==> src/rtl/wml_defines.svh <==
// Constants for the weather monitor logic: address blocks, codes, timing.
// Assumes inclusion by bare name from any design file that needs them.
`ifndef WML_DEFINES_SVH
`define WML_DEFINES_SVH
`define WML_BLK_ANA0        5'h00
`define WML_BLK_ANA1        5'h01
`define WML_BLK_ANA2        5'h02
`define WML_BLK_MON         5'h03
`define WML_BLK_CMD         5'h04
`define WML_MON_IDENT       3'h0
`define WML_MON_SERIAL      3'h4
`define WML_MON_WIND        3'h6
`define WML_MON_RAIN        3'h7
`define WML_CMD_PEAK_CLR    3'h3
`define WML_CMD_RAIN_CLR    3'h4
`define WML_TYPE_CODE       8'h5a
`define WML_CLK_NS          100
`define WML_DEBOUNCE_NS     2000000
`define WML_DEBOUNCE_CYC    (`WML_DEBOUNCE_NS / `WML_CLK_NS)
`endif

==> src/rtl/wml_pkg.sv <==
// Types shared by the weather monitor logic.
// Assumes nothing beyond a SystemVerilog compiler.
package wml_pkg;
   // One host request: relative address, direction, strobe.
   typedef struct packed {
      logic       req;
      logic       rd;
      logic [7:0] addr;
   } wml_req_t;
   // Analog multiplexer selection toward the host board.
   typedef struct packed {
      logic       en_one;
      logic       en_two;
      logic [2:0] chan;
   } wml_mux_t;
endpackage

==> src/rtl/wml_debounce.sv <==
// Rain-gauge contact debouncer: one pulse per closure.
// Assumes the contact input is asynchronous and active low when closed.
`timescale 1ns/10ps
`include "wml_defines.svh"
module wml_debounce #(
   parameter int HOLD_CYC = `WML_DEBOUNCE_CYC
) (
   input  wire logic sys_clk_i,   // System clock.
   input  wire logic srst_i,      // Synchronous reset.
   input  wire logic contact_n_i, // Gauge contact, low when closed.
   output logic      pulse_o      // One-cycle count pulse.
);
   localparam int CW = $clog2(HOLD_CYC + 1);
   logic [2:0]    sync_ff;
   logic          closed_ff;
   logic [CW-1:0] cnt_ff;
   logic          pulse_ff;
   logic          agree;
   // A zero hold time would leave the counter compare unreachable, so refuse it.
   if (HOLD_CYC < 1)
   begin : g_bad_hold
      $error("HOLD_CYC must be at least one");
   end
   // Three-stage synchroniser; only the last two are compared.
   always_ff @(posedge sys_clk_i)
      if (srst_i) sync_ff <= 3'h7;
      else sync_ff <= {sync_ff[1:0], contact_n_i};
   assign agree = (sync_ff[2] == sync_ff[1]);
   // A state change is accepted only after the input stays put, so bounce is ignored.
   always_ff @(posedge sys_clk_i)
   begin
      if (srst_i)
      begin
         closed_ff <= 1'b0;
         cnt_ff    <= '0;
         pulse_ff  <= 1'b0;
      end
      else
      begin
         pulse_ff <= 1'b0;
         if (!agree || (sync_ff[2] == ~closed_ff)) cnt_ff <= '0;
         else if (cnt_ff == CW'(HOLD_CYC - 1))
         begin
            cnt_ff    <= '0;
            closed_ff <= ~closed_ff;
            pulse_ff  <= closed_ff ? 1'b0 : 1'b1;
         end
         else cnt_ff <= cnt_ff + 1'b1;
      end
   end
   assign pulse_o = pulse_ff;
endmodule

==> src/rtl/wml_top.sv <==
// Weather monitor logic: address decode, identity, wind peak, rain count.
// Assumes the host board drives request, address and read/write synchronously.
// Contract
// - Serial from link header, cut link reads one.
// - Fixed type code returned on identity read.
// - Wind word: speed low byte, peak high.
// - New conversion keeps the greater as peak.
// - Peak reset command clears the peak.
// - Debounced closures advance counter, read back.
// - Each count means a tenth millimetre.
// - Rain reset command clears the rain counter.
// - Analog enable for first three blocks.
// - Bank select routes blocks two, three on-board.
// - Acknowledge monitor block reads and command block writes.
// - Monitor decode only for block four reads.
// - Two multiplexers select from low address bits.
// - First multiplexer enabled by second block.
// - Second multiplexer enabled by third block.
`timescale 1ns/10ps
`include "wml_defines.svh"
module wml_top #(
   parameter int          DEBOUNCE_CYC = `WML_DEBOUNCE_CYC,
   parameter logic [7:0]  TYPE_CODE    = `WML_TYPE_CODE // Arbitrary value.
) (
   input  wire logic             sys_clk_i,        // System clock, 10 MHz.
   input  wire logic             srst_i,           // Synchronous reset.
   input  wire wml_pkg::wml_req_t req_i,           // Host request.
   input  wire logic [7:0]       serial_link_header_i, // Links, pulled up.
   input  wire logic [7:0]       wind_speed_i,     // Converter result.
   input  wire logic             wind_valid_i,     // Conversion done pulse.
   input  wire logic             rain_contact_n_i, // Gauge contact.
   output logic [15:0]           mon_data_o,       // Monitor data.
   output logic                  analog_sample_enable_o, // Analog range.
   output logic                  bank_select_o,    // On-board mux bank.
   output logic                  device_acknowledge_o, // Request taken.
   output wml_pkg::wml_mux_t     mux_o,            // Mux enables and channel.
   output logic                  peak_clr_o,       // Peak cleared pulse.
   output logic                  rain_clr_o        // Rain cleared pulse.
);
   logic [2:0]  hdr_ff [8];
   logic [7:0]  serial_ff;
   logic [7:0]  peak_ff;
   logic [7:0]  speed_ff;
   logic [15:0] rain_ff;
   logic [15:0] data_ff;
   logic        ana_ff;
   logic        bank_ff;
   logic        ack_ff;
   logic        pclr_ff;
   logic        rclr_ff;
   wml_pkg::wml_mux_t mux_ff;
   logic [4:0]  blk;
   logic [2:0]  sub;
   logic        mon_rd;
   logic        cmd_wr;
   logic        rain_pulse;

   // The debouncer cannot count a hold time below one cycle.
   if (DEBOUNCE_CYC < 1)
   begin : g_bad_deb
      $error("DEBOUNCE_CYC must be positive");
   end

   assign blk    = req_i.addr[7:3];
   assign sub    = req_i.addr[2:0];
   // Monitor decode needs block four and a read; commands need block five and a write.
   assign mon_rd = req_i.req && req_i.rd && (blk == `WML_BLK_MON);
   assign cmd_wr = req_i.req && !req_i.rd && (blk == `WML_BLK_CMD);

   wml_debounce #(
      .HOLD_CYC    (DEBOUNCE_CYC)
   ) u_deb (
      .sys_clk_i   (sys_clk_i),
      .srst_i      (srst_i),
      .contact_n_i (rain_contact_n_i),
      .pulse_o     (rain_pulse)
   );

   // Link header is static straps; synchronise each bit anyway.
   genvar g;
   for (g = 0; g < 8; g++)
   begin : g_hdr
      always_ff @(posedge sys_clk_i)
         if (srst_i) hdr_ff[g] <= 3'h7;
         else hdr_ff[g] <= {hdr_ff[g][1:0], serial_link_header_i[g]};
   end
   always_ff @(posedge sys_clk_i)
   begin
      if (srst_i) serial_ff <= 8'hff;
      else
         for (int i = 0; i < 8; i++)
            if (hdr_ff[i][2] == hdr_ff[i][1]) serial_ff[i] <= hdr_ff[i][2];
   end

   // Peak hold; a clear command wins unless a sample arrives in the same cycle, which then becomes the peak.
   always_ff @(posedge sys_clk_i)
   begin
      if (srst_i)
      begin
         peak_ff  <= 8'h00;
         speed_ff <= 8'h00;
      end
      else
      begin
         if (wind_valid_i) speed_ff <= wind_speed_i;
         if (wind_valid_i && (cmd_wr && sub == `WML_CMD_PEAK_CLR))
            peak_ff <= wind_speed_i;
         else if (cmd_wr && sub == `WML_CMD_PEAK_CLR) peak_ff <= 8'h00;
         else if (wind_valid_i && wind_speed_i > peak_ff) peak_ff <= wind_speed_i;
      end
   end

   // Rain counter in tenths of a millimetre; a count in the clear cycle survives.
   always_ff @(posedge sys_clk_i)
   begin
      if (srst_i) rain_ff <= 16'h0000;
      else if (cmd_wr && sub == `WML_CMD_RAIN_CLR)
         rain_ff <= {15'h0000, rain_pulse};
      else if (rain_pulse) rain_ff <= rain_ff + 16'h0001;
   end

   // Monitor read mux, held until the next monitor read.
   always_ff @(posedge sys_clk_i)
   begin
      if (srst_i) data_ff <= 16'h0000;
      else if (mon_rd)
      begin
         case (sub)
            `WML_MON_IDENT:  data_ff <= {8'h00, TYPE_CODE};
            `WML_MON_SERIAL: data_ff <= {8'h00, serial_ff};
            `WML_MON_WIND:   data_ff <= {peak_ff, speed_ff};
            `WML_MON_RAIN:   data_ff <= rain_ff;
            default:         data_ff <= 16'h0000;
         endcase
      end
   end

   // Block decode outputs, registered one cycle after the request.
   always_ff @(posedge sys_clk_i)
   begin
      if (srst_i)
      begin
         ana_ff  <= 1'b0;
         bank_ff <= 1'b0;
         ack_ff  <= 1'b0;
         pclr_ff <= 1'b0;
         rclr_ff <= 1'b0;
         mux_ff  <= '0;
      end
      else
      begin
         ana_ff  <= req_i.req && (blk <= `WML_BLK_ANA2);
         bank_ff <= req_i.req && (blk == `WML_BLK_ANA1 || blk == `WML_BLK_ANA2);
         ack_ff  <= mon_rd || cmd_wr;
         pclr_ff <= cmd_wr && sub == `WML_CMD_PEAK_CLR;
         rclr_ff <= cmd_wr && sub == `WML_CMD_RAIN_CLR;
         mux_ff.chan   <= sub;
         mux_ff.en_one <= req_i.req && blk == `WML_BLK_ANA1;
         mux_ff.en_two <= req_i.req && blk == `WML_BLK_ANA2;
      end
   end

   assign mon_data_o             = data_ff;
   assign analog_sample_enable_o = ana_ff;
   assign bank_select_o          = bank_ff;
   assign device_acknowledge_o   = ack_ff;
   assign mux_o                  = mux_ff;
   assign peak_clr_o             = pclr_ff;
   assign rain_clr_o             = rclr_ff;
endmodule

==> config.mk <==
export PLATFORM = sky130hd
export DESIGN_NAME = wml_top
export DESIGN_NICKNAME = d
export VERILOG_FILES = /design/src/rtl/wml_pkg.sv /design/src/rtl/wml_debounce.sv /design/src/rtl/wml_top.sv
export VERILOG_INCLUDE_DIRS = /design/src /design/src/rtl
export SDC_FILE = /design/constraint.sdc
export NUM_CORES = 1
export LEC_CHECK = 0
export ABC_AREA = 1
export ABC_CLOCK_PERIOD_IN_PS = 3600
export BUFFER_PORTS_ARGS = -buffer_cell sky130_fd_sc_hd__buf_4
export CORE_ASPECT_RATIO = 0.7
export CORE_MARGIN = 4
export CORE_UTILIZATION = 49
export CTS_CLUSTER_SIZE = 20
export DETAILED_ROUTE_END_ITERATION = 7
export GPL_ROUTABILITY_DRIVEN = 0
export PLACE_DENSITY_LB_ADDON = 0.15
export REMOVE_ABC_BUFFERS = 1
export SLEW_MARGIN = 20
export SYNTH_ARGS = -nofsm -noshare
export SYNTH_HDL_FRONTEND = slang
export SYNTH_SLANG_ARGS = --single-unit
==> constraint.sdc <==
create_clock -name sys_clk_i -period 3.6 [get_ports sys_clk_i]
set_input_delay 0.18 -clock sys_clk_i [delete_from_list [all_inputs] [get_ports sys_clk_i]]
set_output_delay 0.18 -clock sys_clk_i [all_outputs]
set_load 0.02 [all_outputs]
=== After elaboration in Yosys (flattened, before gate mapping) ===
Memories as Yosys holds them, arrays and structs flattened.
Cells that the tools add are included.

* Bits in registers: 86
* RAM bits: 24
* Output and inout bits: 26
* Logic and storage cells: 102
* Memories: 1

* $add $sub $neg: 2
* $lt $le $gt $ge: 2
* Equal/unequal tests: 19
* Multiplexer cells: 18
* Bitwise logic cells: 11
* Reduce and logical (&&, ||, !) cells: 24

{| class="wikitable"
|+ Memory list
! name !! depth !! width !! read ports !! clocked after memory_dff !! write ports !! line !! source
|-
| hdr_ff || 8 || 3 || 8 || 0 || 8 || wml_top.sv:40 || <nowiki>logic [2:0] hdr_ff [8];</nowiki>
|}

{| class="wikitable"
|+ Operators with widths
! operator !! count
|-
| $pmux W16 S4 || 1
|-
| $mux W3 || 8
|-
| $mux W8 || 3
|-
| $add A16 B1 Y16 const B || 1
|-
| $add A15 B1 Y15 const B || 1
|-
| $eq A15 B15 Y1 const B || 1
|-
| $logic_and A1 B1 Y1 || 12
|-
| $eq A1 B1 Y1 || 10
|-
| $eq A5 B2 Y1 const B || 2
|-
| $eq A3 B3 Y1 const B || 3
|-
| $gt A8 B8 Y1 || 1
|-
| $or A1 B1 Y1 || 8
|-
| $mux W1 || 6
|-
| $reduce_or A3 Y1 || 2
|-
| $eq A5 B1 Y1 const B || 1
|-
| $eq A5 B3 Y1 const B || 1
|-
| $le A5 B2 Y1 const B || 1
|-
| $eq A3 B2 Y1 const B || 1
|-
| $logic_not A3 Y1 || 1
|-
| $logic_or A1 B1 Y1 || 3
|-
| $not A1 Y1 || 3
|-
| $reduce_bool A3 Y1 || 1
|-
| $logic_not A1 Y1 || 2
|-
| $reduce_and A2 Y1 || 1
|-
| 2 further kinds || 2
|}

=== Depth between registers and ports, before layout ===
Gate-level depths: netlist of run 1.

* Depth in word-level cells: 6
* Depth in mapped cells: 13
* Mapped depth without buffers: 13

=== Modules after synthesis ===
A second synthesis of run 1 with hierarchy kept.

* Cells, all modules: 623
* Area, all modules: 4660.7 µm²

{| class="wikitable"
|+ By module, submodules not included
! module !! instances !! cells each !! area an instance (µm²) !! sequential area each (µm²)
|-
| wml_top || 1 || 474 || 3673.5 || 1801.7
|-
| wml_debounce || 1 || 149 || 987.2 || 400.4
|}

=== Least setup slack after synthesis of run 1 ===
OpenSTA, ideal clock, no wires.

* Path kind: reg2reg
* Start: reg u_deb.cnt_ff[0]
* End: reg u_deb.cnt_ff[11]
* Library setup time: 124 ps
* Data arrival time: 1301 ps
* Data required time: 3476 ps
* Slack: 2175 ps
* Stages on the path, launching flop included: 11
* Period minus slack after synthesis: 1425 ps
* Cell sequence: dfxtp_1 -> ha_1 -> nand2_1 -> nor2_1 -> inv_1 -> nor2_1 -> nand2_1 -> nand2_2 -> inv_1 -> o21ai_0 -> a21oi_1

* Word-level cells in the longest chain between the ends: 2
* Elaborated cells on any way between the ends: 3
* Those cells by class: add/sub (1); eq/ne (1); reduce/logical (1)

{| class="wikitable"
|+ RTL lines
! element !! line !! source
|-
| start, declared || wml_debounce.sv:16 || <nowiki>logic [CW-1:0] cnt_ff;</nowiki>
|-
| start signal, assigned || wml_debounce.sv:48 || <nowiki>else cnt_ff <= cnt_ff + 1'b1;</nowiki>
|-
| parallel branches: the longest is 2 deep, another holds $add A15 B1 Y15 || -- ||
|}

Several ways; the timed one is not identified.
A chain may end at the register's enable or synchronous reset.

=== Final worst setup path of run 1 ===
* Start: reg u_deb.cnt_ff[0]
* End: reg u_deb.cnt_ff[14]

Same word-level chain as after synthesis.

==> out/metrics.yaml, run 1 <==
synth_seq_cells: 110
totalWireLength_um: 9950
drc: 0
die_h_um: 88.3
drt_iter0_markers: 272
reg2reg_depth: 10
yosysUniqueCellTypes: 35
utilization_pct: 59.3
synth_ff_type: "dfxtp_1"
arrival_ps: 2000
path_clk_slew_ps: 60
netlist_instances: 574
cts_tree: "built"
synth_seq_area_share_pct: 48.7
ir_worst_vdd_v: 0.000403
end_kind: "register"
core_sq_um: 9030
yosys_warnings: 0
grt-ovfl-total: 0
synth_area_leaders: "dfxtp_1 (49%), nand2_1 (10%), a21oi_1 (6.8%)"
initial_core_util_pct: 50.0
h-tree-depth: 3
final_nets: 666
drtAntennaViolNets: 0
p_total_w: 0.00248
relSlewSlack_pct: 52.8
grt_pass1_vias: 3451
ctsHoldBuffers: 0
leakagePower_nw: 2.24
num_vias: 3872
skew_ps: 5.90
fin_crit_ps: 1780
antenna_found_initial: 0
cts_resized: 0
hold_depth: 2
hpwlAfterDp_um: 7450
grt_setup_unrepaired: "false"
post_cts_buffers: 0
p_per_area_nw_per_um2: 464
crit_required_ps: 3820
routedWlPerCell_um: 13.2
start_kind: "register"
clock_sinks: 110
synth-edff-count: 0
worst_slew_pin_slew_ps: 706
antenna_cells: 0
dp.cells: 739
clockBufferDepth: 2
vias_per_cell: 5.13
r2r_slack_ps: 1820
hold_viol_final: 0
finalCritPeriodShare_pct: 49.4
grt_usage_pct: 18.9
portBuffers: 55
synth_area_sq_um: 4520
numCtsBuffers: 9
hold_class: "in -> reg"
io_pins: 56
die-area_sq_um: 10800
area_growth_pct: 18.6
firstDrtPassIters: 5
grt_pass1_wl_um: 16200
cts_root_buffer: "clkbuf_16"
setup_tns_ps: 0
yosysTopAreaCell: "dfxtp_1"
drive_gt1_share_pct: 19.3
row_count: 29
fmax_mhz: 563
final_cells: 755
yosysTopAreaCellShare_pct: 48.7
status: "finished, final reports clean"
critPathKind: "reg -> reg"
grt_max_degree: 61
clk_latency_ps: 330
synth-async-reset-ratio_pct: 0
setup_violations: 0
synth_most_common_cell: "nand2_1"
fp.dieW_um: 123
synth_common_cells: "nand2_1 (121), dfxtp_1 (110), inv_1 (72)"
maxCapViolCount: 0
slew_viol_final: 0
critPathMaxFanout: 9
synth_area_per_cell_sq_um: 7.87
through the flow:
stage	cell area [sq um]	hold WS, ps	setup slack, ps
detailed placement	5020	366	1800
global placement	5020	364	1860
floorplan	4450	242	2180
finish	5360	29.6	1820
global route	5360	23.0	1680
CTS	5360	18.0	1830
area by class of cell:
| class | instances | area (sq um) |
|---|---|---|
| Sequential cell | 110 | 2200 |
| Timing Repair Buffer | 56 | 420 |
| Tap cell | 124 | 155 |
| Inverter | 76 | 285 |
| Clock buffer | 13 | 270 |
| Clock inverter | 3 | 65.1 |
| Multi-Input combinational cell | 373 | 1960 |
| Fill cell | 802 | 3680 |
metal layers:
layer	share of wire, %	track usage, %
met5	0	0
met3	7.6	4.09
met4	0.75	3.86
met2	43	29.3
met1	48	27.4
cell families after synthesis:
kind of cell | share of synthesized area [%]
AO/OA/AOI/OAI | 12.1
XOR/XNOR | 0.969
adder cells (fa/ha/maj) | 2.77
buffers and inverters | 7.86
flip-flops | 48.7
AND/OR/NAND/NOR | 27.6
state kept, by name, summed over array words and instances, names as in the netlist:
name                    cells
serial_ff                   8
u_deb.cnt_ff               15
mux_o                       5
hdr_ff                     24
peak_ff                     8
peak_clr_o                  1
u_deb.closed_ff             1
u_deb.pulse_o               1
bank_select_o               1
u_deb.sync_ff               3
rain_clr_o                  1
analog_sample_enable_o      1
rain_ff                    16
mon_data_o                 16
device_acknowledge_o        1
speed_ff                    8
power breakdown:
part           switching [W]  internal (W)  total, W
Combinational      0.0000957     0.0000627  0.000158
Clock               0.000406      0.000666   0.00107
Sequential         0.0000120       0.00124   0.00125
placed cells by master, fill, tap and decap left out, drive strengths merged:
master,instances
nand4,11
nor3,12
a211oi,2
clkinv,1
o21a,1
xor2,5
nand3b,1
bufinv,2
ha,10
o221ai,4
nand2,127
nor2,44
buf,56
clkbuf,13
nor3b,3
o21bai,1
dfxtp,110
o22ai,6
o21ai,21
a21oi,63
nand3,33
or2,27
o211ai,1
inv,76
a21o,1
path summary, 6_finish.rpt:
kind                           start               end
min reg2reg             hdr_ff[0][9]     hdr_ff[0][10]
max                  u_deb.cnt_ff[0]  u_deb.cnt_ff[14]
max reg2reg          u_deb.cnt_ff[0]  u_deb.cnt_ff[14]
min          serial_link_header_i[5]      hdr_ff[1][3]
worst max-delay path, stage by stage (launching register included):
cell and delay, ps:
dfxtp_1 390, ha_1 200, nand2_1 70, nor2_1 180, inv_1 110, nor2_1 90
nand2_1 100, nand2_2 190, inv_1 150, o21ai_0 110, a21oi_1 60
Power figures use the tool's default switching activity.
==> run 2, diff against run 1 <==
ABC_CLOCK_PERIOD_IN_PS = 1650   (was 3600)
clock period = 1.65 ns   (was 3.6 ns; I/O delays follow)
==> out/metrics.yaml, run 2 (synthesized netlist as in run 1, its figures left out) <==
end_kind: "register"
grt_pass1_wl_um: 17700
antenna_cells: 0
path_clk_slew_ps: 70
core_sq_um: 9030
p_per_area_nw_per_um2: 953
critPathMaxFanout: 8
vias_per_cell: 5.05
grt_usage_pct: 20.8
status: "finished, final reports clean"
reg2reg_depth: 9
p_seq_share_pct: 51.2
rr_startpoint: "peak_ff[6]"
fin_crit_ps: 1600
worstPathCellList: "inv_1, ha_1, nand2_1, nor2_2, nand4_1, nand2_2, nand2_4, nand2_1, a21oi_2"
dp.cells: 752
fmax_mhz: 626
drive_gt1_share_pct: 23.8
leakagePower_nw: 2.35
stdcell_area_sq_um: 5620
crit_start: "peak_ff[6]"
firstDrtPassIters: 5
clockPowerShare_pct: 41.3
skew_ps: 6.46
totalWireLength_um: 10900
h-tree-depth: 3
maxCapViolCount: 0
top_register: "hdr_ff"
critPathKind: "reg -> reg"
start_kind: "register"
hold_depth: 3
finalCritPeriodShare_pct: 96.7
switching_share_pct: 22.5
largest_reg_flops: 24
arrival_ps: 1830
crit_path_max_incr_delay_ps: 330
cts_tree: "built"
worst_slew_pin_slew_ps: 381
cts_root_buffer: "clkbuf_16"
hold_viol_final: 0
slew_viol_final: 0
hold_path.startpoint: "req_i[9]"
grt_max_degree: 32
num_vias: 3936
io_pins: 56
clk_latency_ps: 350
postPlaceCellArea_sq_um: 5120
drtAntennaViolNets: 0
drc: 0
layout.cells.most_common: "nand2_1"
utilization_pct: 62.2
grt_setup_unrepaired: "true"
initial_core_util_pct: 50.0
p_int_w: 0.00415
crit_top_cell: "nand2_1"
final_nets: 691
hpwlAfterDp_um: 7730
hold_class: "in -> reg"
crit_required_ps: 1880
final_cells: 780
clockBufferDepth: 2
setup_violations: 0
grt-ovfl-total: 0
die-area_sq_um: 10800
switchingPower_w: 0.00120
clock_sinks: 110
drt_iter0_markers: 271
portBuffers: 55
row_count: 29
fp.dieW_um: 123
final_cell_mix: "nand2_1 (118), dfxtp_1 (102), buf_4 (71), inv_1 (70), a21oi_1 (60)"
setup_tns_ps: 0
antenna_found_initial: 0
pwr-share-comb_pct: 7.5
die_h_um: 88.3
ir_worst_vdd_v: 0.000678
area_growth_pct: 24.3
cpMaxStageDelayCell: "dfxtp_2"
grt_pass1_vias: 3582
worst_hold_slack_ps: 28.8
relSlewSlack_pct: 74.6
numCtsBuffers: 9
routedWlPerCell_um: 13.9
[run 2: changes by cell type in the layout (fill, tap and decap cells not counted), sizes merged]
cell,change
dlygate4sd3,+10
buf,+15
clkbuf,-1
bufinv,-1
clkinv,+1
clkinvlp,+1
[run 2: final timing paths]
check,to,slack (ps)
worst max-delay path,peak_ff[2],50
worst min register to register,u_deb.sync_ff[1],400
worst max register to register,peak_ff[2],50
worst min-delay path,mux_o[3],30
[run 2: per-layer routing]
metal	part of all wire (%)	track usage, %
met5	0	0
met4	0.78	4.47
met3	7.6	5.94
met2	43	31.2
met1	49	29.9
[run 2: cell type report]
type	instances	area (sq um)
Inverter	76	285
Sequential cell	110	2210
Timing Repair Buffer	81	633
Tap cell	124	155
Multi-Input combinational cell	373	2020
Fill cell	800	3420
Clock inverter	4	55.1
Clock buffer	12	256
[run 2: power by group through the flow]
stage | clock, W | combinational (W) | sequential (W)
2_1_floorplan | 0 | 0.000176 | 0.00280
3_3_place_gp | 0 | 0.000346 | 0.00280
3_5_place_dp | 0 | 0.000354 | 0.00280
4_1_cts | 0.00226 | 0.000378 | 0.00274
5_1_grt | 0.00239 | 0.000442 | 0.00275
6_report | 0.00221 | 0.000400 | 0.00274
[run 2: through the flow]
step                      setup WS (ps)  total power, W
after floorplan                     225         0.00297
after global placement             90.8         0.00314
after detailed placement           7.82         0.00315
after CTS                          57.9         0.00538
after global routing              -20.8         0.00558
final                              53.7         0.00535
[run 2: timing repair]
action / CTS / global route
buffers inserted: 0 / 2
resized for setup: 2 / 21
pin swaps: 0 / 10
endpoints found under the setup margin: 4 / 14
hold buffers: 10 / 0
endpoints found under the hold margin: 10 / 0
[run 2: critical path, delay by kind of cell (launching register included)]
family	cells	cell delay [ps]
fa+ha+maj	1	270
simple gates	6	750
compound gates	1	70
buf+inv	1	60
flops	1	330
